$ cat src/logic/mac_pkg.sv
package mac_pkg;
    // Arming source codes
    localparam logic [1:0] SRC_A = 2'h0;
    localparam logic [1:0] SRC_B = 2'h1;
    localparam logic [1:0] SRC_E = 2'h2;
    // Measurement function codes
    localparam logic [3:0] FN_FREQ = 4'h0;
    localparam logic [3:0] FN_BURST = 4'h1;
    localparam logic [3:0] FN_RATIO = 4'h2;
    localparam logic [3:0] FN_VOLT = 4'h3;
    localparam logic [3:0] FN_RISEFALL = 4'h4;
    localparam logic [3:0] FN_TOTALIZE = 4'h5;
    localparam logic [3:0] FN_TINTERVAL = 4'h6;
    // Register byte offsets
    localparam logic [11:0] OFS_CTRL = 12'h000;
    localparam logic [11:0] OFS_START_DLY = 12'h004;
    localparam logic [11:0] OFS_STOP_DLY = 12'h008;
    localparam logic [11:0] OFS_STATUS = 12'h00C;
    localparam logic [11:0] OFS_CMD = 12'h010;
    // Control field positions
    localparam int CTRL_ARM_EN = 0;
    localparam int CTRL_STOP_EN = 1;
    localparam int CTRL_START_FALL = 2;
    localparam int CTRL_STOP_FALL = 3;
    localparam int CTRL_START_SRC = 4;
    localparam int CTRL_STOP_SRC = 6;
    localparam int CTRL_FUNC = 8;
    localparam int CMD_RESTART = 0;
    localparam int CMD_SAMPLE_DONE = 1;
    localparam logic [31:0] CTRL_RESET = 32'h0000_0000;
    // Timing
    localparam int CLK_PERIOD_NS = 100;
    localparam int DLY_STEP_NS = 10;
    localparam int DLY_MIN_NS = 20;
    localparam longint DLY_MAX_NS = 64'd2000000000;
    localparam int EARLY_ACCEPT_NS = 60;
    localparam int LATE_GUARD_NS = 40;
    localparam logic [27:0] DLY_MIN_STEPS = 28'(DLY_MIN_NS / DLY_STEP_NS);
    localparam logic [27:0] DLY_MAX_STEPS = 28'(DLY_MAX_NS / DLY_STEP_NS);
    localparam logic [27:0] EARLY_STEPS = 28'(EARLY_ACCEPT_NS / DLY_STEP_NS);
    typedef enum logic [2:0] {
        MAC_IDLE, MAC_WAIT_ARM, MAC_DELAY, MAC_RUN, MAC_STOP_DLY, MAC_DONE
    } mac_state_t;
endpackage : mac_pkg

$ cat src/logic/mac_arming.sv
// How it works
// Armed mode waits for a start edge
// Start and stop source each selectable
// Each edge rising or falling
// Start delay 20 ns to 2 s
// Only first averaging sample waits
// Start arming refused for burst/ratio/volt
// Stop arming refused also for rise/fall
// Stop edge ends running acquisition
// Stop delay extends measurement past edge
// Stop delay only with totalize
// Armed burst uses plain frequency mode
// Interval stop triggers held off
// Start accepted up to 60 ns early
// Delay counter qualifies enable, restart clears
`timescale 1ns/1ps
`default_nettype none
module mac_arming
    import mac_pkg::*;
#(
    parameter int DLY_W = 28
) (
    input wire logic pclk,
    input wire logic presetn,
    input wire logic psel,
    input wire logic penable,
    input wire logic pwrite,
    input wire logic [11:0] paddr,
    input wire logic [31:0] pwdata,
    output logic [31:0] prdata,
    output logic pready,
    output logic pslverr,
    input wire logic in_a,
    input wire logic in_b,
    input wire logic in_e,
    output logic meas_enable,
    output logic burst_self_sync,
    output logic stop_trig_block,
    output logic config_error
);
    localparam logic [DLY_W-1:0] STEPS_PER_CLK = DLY_W'(CLK_PERIOD_NS / DLY_STEP_NS);
    localparam logic [DLY_W-1:0] EARLY = DLY_W'(EARLY_STEPS);

    logic [31:0] ctrl;
    logic [DLY_W-1:0] start_dly;
    logic [DLY_W-1:0] stop_dly;
    logic [DLY_W-1:0] cnt;
    logic first_done;
    mac_state_t state;
    logic restart;
    logic sample_done;
    logic start_lvl;
    logic start_edge;
    logic stop_lvl;
    logic stop_edge;
    logic tick;
    logic [3:0] func;
    logic start_ok;
    logic stop_ok;
    logic arm_en;
    logic stop_en;
    logic wr;
    logic rd;
    logic bad_addr;

    ////////////////////////////////////////////////////////////////////////
    assign func = ctrl[CTRL_FUNC +: 4];
    assign start_ok = !(func == FN_BURST || func == FN_RATIO || func == FN_VOLT);
    assign stop_ok = start_ok && (func != FN_RISEFALL);
    assign arm_en = ctrl[CTRL_ARM_EN] && start_ok;
    assign stop_en = ctrl[CTRL_STOP_EN] && stop_ok;

    mac_edge_sel u_start (
        .pclk(pclk),
        .presetn(presetn),
        .in_a(in_a),
        .in_b(in_b),
        .in_e(in_e),
        .src(ctrl[CTRL_START_SRC +: 2]),
        .falling(ctrl[CTRL_START_FALL]),
        .level(start_lvl),
        .edge_seen(start_edge)
    );
    mac_edge_sel u_stop (
        .pclk(pclk),
        .presetn(presetn),
        .in_a(in_a),
        .in_b(in_b),
        .in_e(in_e),
        .src(ctrl[CTRL_STOP_SRC +: 2]),
        .falling(ctrl[CTRL_STOP_FALL]),
        .level(stop_lvl),
        .edge_seen(stop_edge)
    );
    mac_tick_div #(
        .STEPS_PER_CLK(CLK_PERIOD_NS / DLY_STEP_NS)
    ) u_tick (
        .pclk(pclk),
        .presetn(presetn),
        .clear(restart),
        .tick(tick)
    );

    ////////////////////////////////////////////////////////////////////////
    // APB slave, zero wait states
    assign wr = psel && penable && pwrite;
    assign rd = psel && !pwrite;
    assign bad_addr = !(paddr == OFS_CTRL || paddr == OFS_START_DLY || paddr == OFS_STOP_DLY
        || paddr == OFS_STATUS || paddr == OFS_CMD);
    assign restart = wr && paddr == OFS_CMD && pwdata[CMD_RESTART];
    assign sample_done = wr && paddr == OFS_CMD && pwdata[CMD_SAMPLE_DONE];

    always_ff @(posedge pclk or negedge presetn) begin
        if (!presetn) begin
            ctrl <= CTRL_RESET;
        end else if (wr && paddr == OFS_CTRL) begin
            ctrl <= pwdata;
        end
    end

    // Out-of-range delays are clamped, not refused, so software always gets a valid one
    always_ff @(posedge pclk or negedge presetn) begin
        if (!presetn) begin
            start_dly <= '0;
        end else if (wr && paddr == OFS_START_DLY) begin
            if (pwdata[DLY_W-1:0] == '0) begin
                start_dly <= '0;
            end else if (pwdata[DLY_W-1:0] < DLY_MIN_STEPS) begin
                start_dly <= DLY_MIN_STEPS;
            end else if (pwdata[DLY_W-1:0] > DLY_MAX_STEPS) begin
                start_dly <= DLY_MAX_STEPS;
            end else begin
                start_dly <= pwdata[DLY_W-1:0];
            end
        end
    end

    always_ff @(posedge pclk or negedge presetn) begin
        if (!presetn) begin
            stop_dly <= '0;
        end else if (wr && paddr == OFS_STOP_DLY) begin
            stop_dly <= pwdata[DLY_W-1:0] > DLY_MAX_STEPS ? DLY_MAX_STEPS : pwdata[DLY_W-1:0];
        end
    end

    always_ff @(posedge pclk or negedge presetn) begin
        if (!presetn) begin
            prdata <= 32'h0000_0000;
            pready <= 1'b0;
            pslverr <= 1'b0;
        end else begin
            pready <= psel && !penable;
            pslverr <= psel && !penable && bad_addr;
            prdata <= 32'h0000_0000;
            if (rd && !penable) begin
                case (paddr)
                    OFS_CTRL: prdata <= ctrl;
                    OFS_START_DLY: prdata <= 32'(start_dly);
                    OFS_STOP_DLY: prdata <= 32'(stop_dly);
                    OFS_STATUS: prdata <= {26'h0, first_done, meas_enable, 1'b0, 3'(state)};
                    default: prdata <= 32'h0000_0000;
                endcase
            end
        end
    end

    ////////////////////////////////////////////////////////////////////////
    // Arming sequencer
    always_ff @(posedge pclk or negedge presetn) begin
        if (!presetn) begin
            state <= MAC_IDLE;
            cnt <= '0;
            first_done <= 1'b0;
        end else if (restart) begin
            state <= MAC_IDLE;
            cnt <= '0;
            first_done <= 1'b0;
        end else begin
            case (state)
                MAC_IDLE: begin
                    if (!arm_en || first_done) begin
                        state <= MAC_RUN;
                    end else begin
                        state <= MAC_WAIT_ARM;
                    end
                end
                MAC_WAIT_ARM: begin
                    if (!arm_en) begin
                        state <= MAC_IDLE;
                    end else if (start_edge) begin
                        cnt <= '0;
                        state <= (start_dly == '0) ? MAC_RUN : MAC_DELAY;
                    end
                end
                MAC_DELAY: begin
                    if (tick) begin
                        cnt <= cnt + STEPS_PER_CLK;
                    end
                    if (cnt + STEPS_PER_CLK + EARLY >= start_dly) begin
                        state <= MAC_RUN;
                    end
                end
                MAC_RUN: begin
                    if (stop_en && stop_edge) begin
                        cnt <= '0;
                        if (func == FN_TOTALIZE && stop_dly != '0) begin
                            state <= MAC_STOP_DLY;
                        end else begin
                            state <= MAC_DONE;
                        end
                    end else if (sample_done) begin
                        first_done <= 1'b1;
                        state <= MAC_IDLE;
                    end
                end
                MAC_STOP_DLY: begin
                    if (tick) begin
                        cnt <= cnt + STEPS_PER_CLK;
                    end
                    if (cnt + STEPS_PER_CLK >= stop_dly) begin
                        state <= MAC_DONE;
                    end
                end
                MAC_DONE: state <= MAC_DONE;
                default: state <= MAC_IDLE;
            endcase
        end
    end

    always_ff @(posedge pclk or negedge presetn) begin
        if (!presetn) begin
            meas_enable <= 1'b0;
            burst_self_sync <= 1'b0;
            stop_trig_block <= 1'b0;
            config_error <= 1'b0;
        end else begin
            meas_enable <= !restart && (state == MAC_RUN || state == MAC_STOP_DLY);
            burst_self_sync <= (func == FN_BURST) && !ctrl[CTRL_ARM_EN];
            stop_trig_block <= (func == FN_TINTERVAL) && stop_en && stop_lvl;
            config_error <= (ctrl[CTRL_ARM_EN] && !start_ok) || (ctrl[CTRL_STOP_EN] && !stop_ok)
                || (stop_dly != '0 && func != FN_TOTALIZE);
        end
    end

    ////////////////////////////////////////////////////////////////////////
    property p_no_run_unarmed;
        @(posedge pclk) disable iff (!presetn)
        (state == MAC_WAIT_ARM && !start_edge && arm_en && !restart) |=> state != MAC_RUN;
    endproperty
    a_no_run_unarmed: assert property (p_no_run_unarmed) else $error("Run without arm edge");

    property p_reject_start;
        @(posedge pclk) disable iff (!presetn)
        ((func == FN_BURST || func == FN_RATIO || func == FN_VOLT) && !$changed(ctrl))
            |-> state != MAC_WAIT_ARM;
    endproperty
    a_reject_start: assert property (p_reject_start) else $error("Start arm not refused");

    property p_reject_stop;
        @(posedge pclk) disable iff (!presetn)
        (func == FN_RISEFALL && state == MAC_RUN && stop_edge && !restart)
            |=> state != MAC_DONE && state != MAC_STOP_DLY;
    endproperty
    a_reject_stop: assert property (p_reject_stop) else $error("Stop arm not refused");

    property p_stop_ends;
        @(posedge pclk) disable iff (!presetn)
        (state == MAC_RUN && stop_en && stop_edge && func != FN_TOTALIZE && !restart)
            |=> state == MAC_DONE ##1 !meas_enable;
    endproperty
    a_stop_ends: assert property (p_stop_ends) else $error("Stop edge ignored");

    property p_stop_dly_only_tot;
        @(posedge pclk) disable iff (!presetn)
        (state == MAC_STOP_DLY && $changed(state)) |-> $past(func) == FN_TOTALIZE;
    endproperty
    a_stop_dly_only_tot: assert property (p_stop_dly_only_tot) else $error("Bad stop delay");

    property p_hold_off;
        @(posedge pclk) disable iff (!presetn)
        (func == FN_TINTERVAL && stop_en && stop_lvl) |=> stop_trig_block || $changed(ctrl);
    endproperty
    a_hold_off: assert property (p_hold_off) else $error("Hold-off missing");

    property p_restart_clears;
        @(posedge pclk) disable iff (!presetn)
        restart |=> !meas_enable && state == MAC_IDLE && !first_done;
    endproperty
    a_restart_clears: assert property (p_restart_clears) else $error("Restart no clear");

    property p_delay_min;
        @(posedge pclk) disable iff (!presetn)
        (state == MAC_WAIT_ARM && start_edge && arm_en && start_dly != '0 && !restart)
            |=> state == MAC_DELAY;
    endproperty
    a_delay_min: assert property (p_delay_min) else $error("Delay skipped");

    property p_burst_mode;
        @(posedge pclk) disable iff (!presetn)
        (func == FN_BURST && ctrl[CTRL_ARM_EN]) |=> !burst_self_sync || $changed(ctrl);
    endproperty
    a_burst_mode: assert property (p_burst_mode) else $error("Armed burst self sync");

    property p_arm_waits;
        @(posedge pclk) disable iff (!presetn)
        (state == MAC_IDLE && arm_en && !first_done && !restart) |=> state == MAC_WAIT_ARM;
    endproperty
    a_arm_waits: assert property (p_arm_waits) else $error("Armed start not waiting");

    property p_first_only;
        @(posedge pclk) disable iff (!presetn)
        (state == MAC_IDLE && first_done && !restart) |=> state == MAC_RUN;
    endproperty
    a_first_only: assert property (p_first_only) else $error("Later sample waited");

    property p_no_dly_start;
        @(posedge pclk) disable iff (!presetn)
        (state == MAC_WAIT_ARM && arm_en && start_edge && start_dly == '0 && !restart)
            |=> state == MAC_RUN;
    endproperty
    a_no_dly_start: assert property (p_no_dly_start) else $error("Undelayed start late");

    property p_stop_dly_runs;
        @(posedge pclk) disable iff (!presetn)
        (state == MAC_STOP_DLY && !restart) |=> meas_enable;
    endproperty
    a_stop_dly_runs: assert property (p_stop_dly_runs) else $error("Stop delay not run");

    property p_dly_bound;
        @(posedge pclk) disable iff (!presetn)
        (state == MAC_DELAY && cnt >= start_dly && !restart) |=> state == MAC_RUN;
    endproperty
    a_dly_bound: assert property (p_dly_bound) else $error("Start delay overrun");

    property p_cfg_err;
        @(posedge pclk) disable iff (!presetn)
        (stop_dly != '0 && func != FN_TOTALIZE) |=> config_error;
    endproperty
    a_cfg_err: assert property (p_cfg_err) else $error("Stop delay not flagged");
endmodule : mac_arming
`default_nettype wire

$ cat src/logic/mac_edge_sel.sv
`timescale 1ns/1ps
`default_nettype none
module mac_edge_sel
    import mac_pkg::*;
(
    input wire logic pclk,
    input wire logic presetn,
    input wire logic in_a,
    input wire logic in_b,
    input wire logic in_e,
    input wire logic [1:0] src,
    input wire logic falling,
    output logic level,
    output logic edge_seen
);
    logic sel;
    logic prev;
    logic primed;
    always_comb begin
        case (src)
            SRC_A: sel = in_a;
            SRC_B: sel = in_b;
            SRC_E: sel = in_e;
            default: sel = in_e;
        endcase
    end
    always_ff @(posedge pclk or negedge presetn) begin
        if (!presetn) begin
            prev <= 1'b0;
            primed <= 1'b0;
        end else begin
            prev <= sel;
            primed <= 1'b1;
        end
    end
    assign level = falling ? !sel : sel;
    // No edge until prev holds a real sample, so a pin idling high fakes none
    assign edge_seen = primed && (falling ? (prev && !sel) : (!prev && sel));

    property p_edge_polarity;
        @(posedge pclk) disable iff (!presetn)
        (edge_seen && $stable(falling)) |-> level && !$past(level);
    endproperty
    a_edge_polarity: assert property (p_edge_polarity) else $error("Edge of wrong polarity");
endmodule : mac_edge_sel
`default_nettype wire

$ cat src/logic/mac_tick_div.sv
`timescale 1ns/1ps
`default_nettype none
module mac_tick_div #(
    parameter int STEPS_PER_CLK = 10
) (
    input wire logic pclk,
    input wire logic presetn,
    input wire logic clear,
    output logic tick
);
    // Clock slower than step: each clock covers several steps, so the
    // pulse stands every clock and drops only for the clock after a clear
    always_ff @(posedge pclk or negedge presetn) begin
        if (!presetn) begin
            tick <= 1'b0;
        end else begin
            tick <= !clear;
        end
    end
endmodule : mac_tick_div
`default_nettype wire

$ cat config.mk
export PLATFORM = sky130hd
export DESIGN_NAME = mac_arming
export DESIGN_NICKNAME = d
export VERILOG_FILES = /design/src/logic/mac_pkg.sv /design/src/logic/mac_arming.sv /design/src/logic/mac_edge_sel.sv /design/src/logic/mac_tick_div.sv
export SDC_FILE = /design/constraint.sdc
export NUM_CORES = 1
export LEC_CHECK = 0
export ABC_CLOCK_PERIOD_IN_PS = 6100
export BUFFER_PORTS_ARGS = -buffer_cell sky130_fd_sc_hd__clkbuf_2
export CAP_MARGIN = 20
export CORE_UTILIZATION = 40
export DETAILED_ROUTE_END_ITERATION = 10
export GPL_ROUTABILITY_DRIVEN = 0
export GPL_TIMING_DRIVEN = 0
export SYNTH_ARGS = -nofsm -noshare
export SYNTH_HDL_FRONTEND = slang
export SYNTH_HIERARCHICAL = 1
export SYNTH_SLANG_ARGS = --single-unit
$ cat constraint.sdc
create_clock -name pclk -period 6.1 [get_ports pclk]
set_input_delay 0.61 -clock pclk [delete_from_list [all_inputs] [get_ports pclk]]
set_output_delay 0.61 -clock pclk [all_outputs]
set_load 0.05 [all_outputs]
# Yosys cells after proc, flatten, opt, wreduce, memory -nomap -nowiden
# Index checks and enable logic that the tools add are counted.
# totals
input_bits	52
output_inout_bits	38
n_memories	0
word_cells	147
latchBits	0
ram_bits	0
rom_bits	0
regBits	162
# op_classes
mul	0
div	0
bitwise_logic	0
n_eq_ne	27
addsub	2
n_reduce_logical	66
n_lt_le_gt_ge	4
mux	31
n_shift	0
# op_table
operator	count
28-bit 2-to-1 mux	8
32-bit one-hot mux with 4 select lines	1
28-bit one-hot mux with 3 select lines	1
28-bit >= comparator	2
28-bit zero test	2
32-bit 2-to-1 mux	1
1-bit logical AND	30
28-bit by 3-bit adder with 28-bit output (second input constant)	1
28-bit by 4-bit adder with 28-bit output (second input constant)	1
28-bit greater-than comparator (second input constant)	1
28-bit by 2-bit < comparator with 1-bit output (second input constant)	1
28-bit nonzero test	1
12-bit by 4-bit equality test with 1-bit output (second input constant)	2
3-bit 2-to-1 mux	7
3-bit one-hot mux with 6 select lines	1
4-bit by 3-bit != test with 1-bit output (second input constant)	4
3-bit by 2-bit != test with 1-bit output (second input constant)	5
12-bit by 3-bit equality test with 1-bit output (second input constant)	1
12-bit by 5-bit equality test with 1-bit output (second input constant)	1
1-bit zero test	12
12-bit zero test	1
1-bit logical OR	10
1-bit 2-to-1 mux	9
4-bit by 2-bit equality test with 1-bit output (second input constant)	2
other kinds (18)	25

# Longest topological paths before layout
# logic_depth
word_depth	10
mapped_depth	18
depth_no_buf	16

# By module
# The synthesis kept the hierarchy.
# modules_own_cells
module	seq_area_each_um2	area_per_inst_um2	n_inst	cells_each
mac_arming	3928.8	9298.9	1	988
mac_edge_sel	50.0	155.1	2	14
mac_tick_div	25.0	28.8	1	2

# Worst setup path after synthesis
# OpenSTA, ideal clock, no wires.
# synth_timing
kind	register to register
start	register cnt[2]
end	register state[1]
stages_incl_launch_ff	19
n_path_buf	2
arrival_ps	3922
slack_ps	2053
synth_period_minus_slack_ps	4047
cell_sequence	dfrtp_1 > ha_1 > buf_4 > o211ai_1 > or4_1 > buf_6 > xnor2_2 > nand4_4 > nor4_4 > nand2_1 > xnor2_1 > ha_1 > a21oi_1 > o21ai_0 > a2111o_1 > nor4_1 > o21a_1 > nor3_1 > mux2_2
# synth_via
elab_chain_cells	5
word_cells_on_any_way	7
classes_between	add/sub: 2; order compare: 2; eq/ne: 2; reduce/logical: 1
# synth_rtl
item	line_no	rtl
from (decl)	mac_arming.sv:47	logic [DLY_W-1:0] cnt;
from (signal assigned)	mac_arming.sv:197	cnt <= cnt + STEPS_PER_CLK;
from (signal assigned)	mac_arming.sv:218	cnt <= cnt + STEPS_PER_CLK;
28-bit by 4-bit adder with 28-bit output (*)	mac_arming.sv:199, mac_arming.sv:220	
28-bit by 3-bit adder with 28-bit output	mac_arming.sv:199	if (cnt + STEPS_PER_CLK + EARLY >= start_dly) begin
28-bit >= comparator	mac_arming.sv:199	
3-bit by 2-bit != test with 1-bit output (no source line)	-	
4-bit AND reduction (no source line) (*)	-	
to (signal assigned)	mac_arming.sv:192	state <= (start_dly == '0) ? MAC_RUN : MAC_DELAY;
to (decl)	mac_arming.sv:49	mac_state_t state;
# Every way passes the cells marked *; elsewhere a longest branch is shown, timed or not.
# A chain may end at the register's enable or synchronous reset.

# Worst setup path after layout
# Ends and elaborated chain as after synthesis.

==> metrics.cfg <==
[critical_path]
rr_endpoint = state[1]$_DFFE_PN0P_
path_cells = ha_1 > buf_4 > nor2_1 > o21ai_1 > a211o_1 > a211oi_1 > nor4b_4 > xnor2_1 > ha_1 > nand2_1 > o21ai_0 > a2111o_1 > nor4_1 > o21a_1 > nor3_1 > mux2_2
critPathMaxStageDelay_ns = 0.72
rr_worst_depth = 16
worst_path_max_delay_cell = a211oi_1
end_kind = flop
start_kind = flop
cp_top_family = compound AO/OA/AOI/OAI gates
reg2reg_slack_ns = 1.31
crit_path_max_fanout = 9
cp.required_ns = 6.42
critical_path_class = flop to flop
cp_data_arrival_time_ns = 5.11
critPathLaunch = cnt[2]$_DFFE_PN0P_
path_common_cell = ha_1
r2r_start = cnt[2]$_DFFE_PN0P_
cp.buffers_inverters = 1

[sta]
fin_setup_tns_ns = 0
slew_headroom_pct = 31.54
fmax_mhz = 208.7
finalSetupViolCount = 0
rsz0062_at_grt = false
fin_crit_sh_pct = 78.56
finalHoldViolCount = 0
drv_slew = 0
tightestPinTransition_ns = 1.014
period_minus_slack_ns = 4.792
fin_skew_ns = 0.01168

[power_and_ir_drop]
ir_worst_vdd_mv = 0.1692
power_mw = 2.895
power_density_nw_per_um2 = 260.8
leakage_nw = 5.244

[routing]
drt_pass1_iterations = 5
num_vias = 8079
avgRoutedWirePerCell_um = 19.22
drcViolationCount = 0
vias_per_cell = 5.545
antenna_left = 0
routed_wl_um = 28000
drtIter0Drc = 665

[layout]
antenna_cells = 0
mostFrequentLayoutCell = dfrtp_1
nets = 1233
final_cell_mix = dfrtp_1, nor2_1, clkbuf_2, inv_1, nand2_1
fill_cells = 2326
drive_gt1_share_pct = 16.70
finalInstanceArea_um2 = 11100
area_growth_pct = 15.28
post-route-util_pct = 47.15

[global_route]
grt_usage_pct = 24.24
grt_max_degree = 105
gr-total-overflow = 0
grt_pass1_wl_um = 45020
antenna_found_initial = 0
grt_pass1_vias = 7945

[place]
placed_cell_area_um2 = 10510
dpl.hpwl_um = 21460
portBuffers = 89

[flow_run]
drv_cap = 0

[floorplanning]
core-area_um2 = 23540
dieArea_um2 = 24700
io_pins = 90
start_util_pct = 40.90
num_rows = 56
die-height_um = 157.2
die_w_um = 157.2

[status]
status = completed

[cts]
cts_htree_levels = 4
holdBufCountCts = 0
cts-root-buf = clkbuf_16
cts_made_buffers = 17
cts_setup_buffers = 0
clkSlewWorstSetupHoldPaths_ns = 0.08
clock_latency_ns = 0.44
cts_buffer_depth = 2
clock-sinks = 162
cts_resized = 0
cts_tree = done

[synth]
syn_area_um2 = 9629
syn_nets = 1124
synthesis.instances = 1017
synth_warnings = 6
syn_area_per_cell_um2 = 9.468

[hold_path]
hold_path_class = input pin to asynchronous set/reset pin

-- cell type report --
cell class,count,area [µm²],area share [%]
clock buffers,17,425.4,3.832
multi-input cells,725,5059,45.57
well taps,319,399.1,3.596
inverters,83,311.5,2.807
plain buffers,47,205.2,1.849
flip-flops and latches,162,4054,36.52
clock inverters,14,165.2,1.488
repair buffers,90,481.7,4.340
-- where the power goes --
| group | internal (mW) | switching, mW |
|---|---|---|
| Clock | 0.550 | 0.526 |
| Sequential | 1.10 | 0.0304 |
| Combinational | 0.257 | 0.427 |
-- state kept, by name, summed over array words and instances (netlist names), 3 cells and up --
name,cells
start_dly,28
state,3
cnt,27
ctrl,32
prdata,32
stop_dly,28
-- per-layer routing --
metal | track usage (%) | routed length (µm)
met1 | 33.69 | 12670
met2 | 38.12 | 12810
met3 | 4.543 | 1928
met4 | 7.536 | 586
met5 | 0 | 0
-- worst max path at each step --
stage,end,slack (ns),cells past startpoint
2_1_floorplan,state[1]$_DFFE_PN0P_,2.05,18
3_3_place_gp,cnt[21]$_DFFE_PN0P_,1.40,1
3_5_place_dp,state[1]$_DFFE_PN0P_,1.34,16
4_1_cts,state[1]$_DFFE_PN0P_,1.29,16
5_1_grt,state[1]$_DFFE_PN0P_,0.87,16
6_report,state[1]$_DFFE_PN0P_,1.31,16
-- stage by stage --
stage,hold WS (ns),setup WS (ns),instances
2_1_floorplan,0.3144,2.053,1017
6_report,0.1210,1.308,1457
3_5_place_dp,0.4677,1.338,1426
3_3_place_gp,0.4553,1.398,1425
5_1_grt,0.1524,0.8717,1457
4_1_cts,0.1411,1.290,1457
Power figures use the tool's default switching activity.
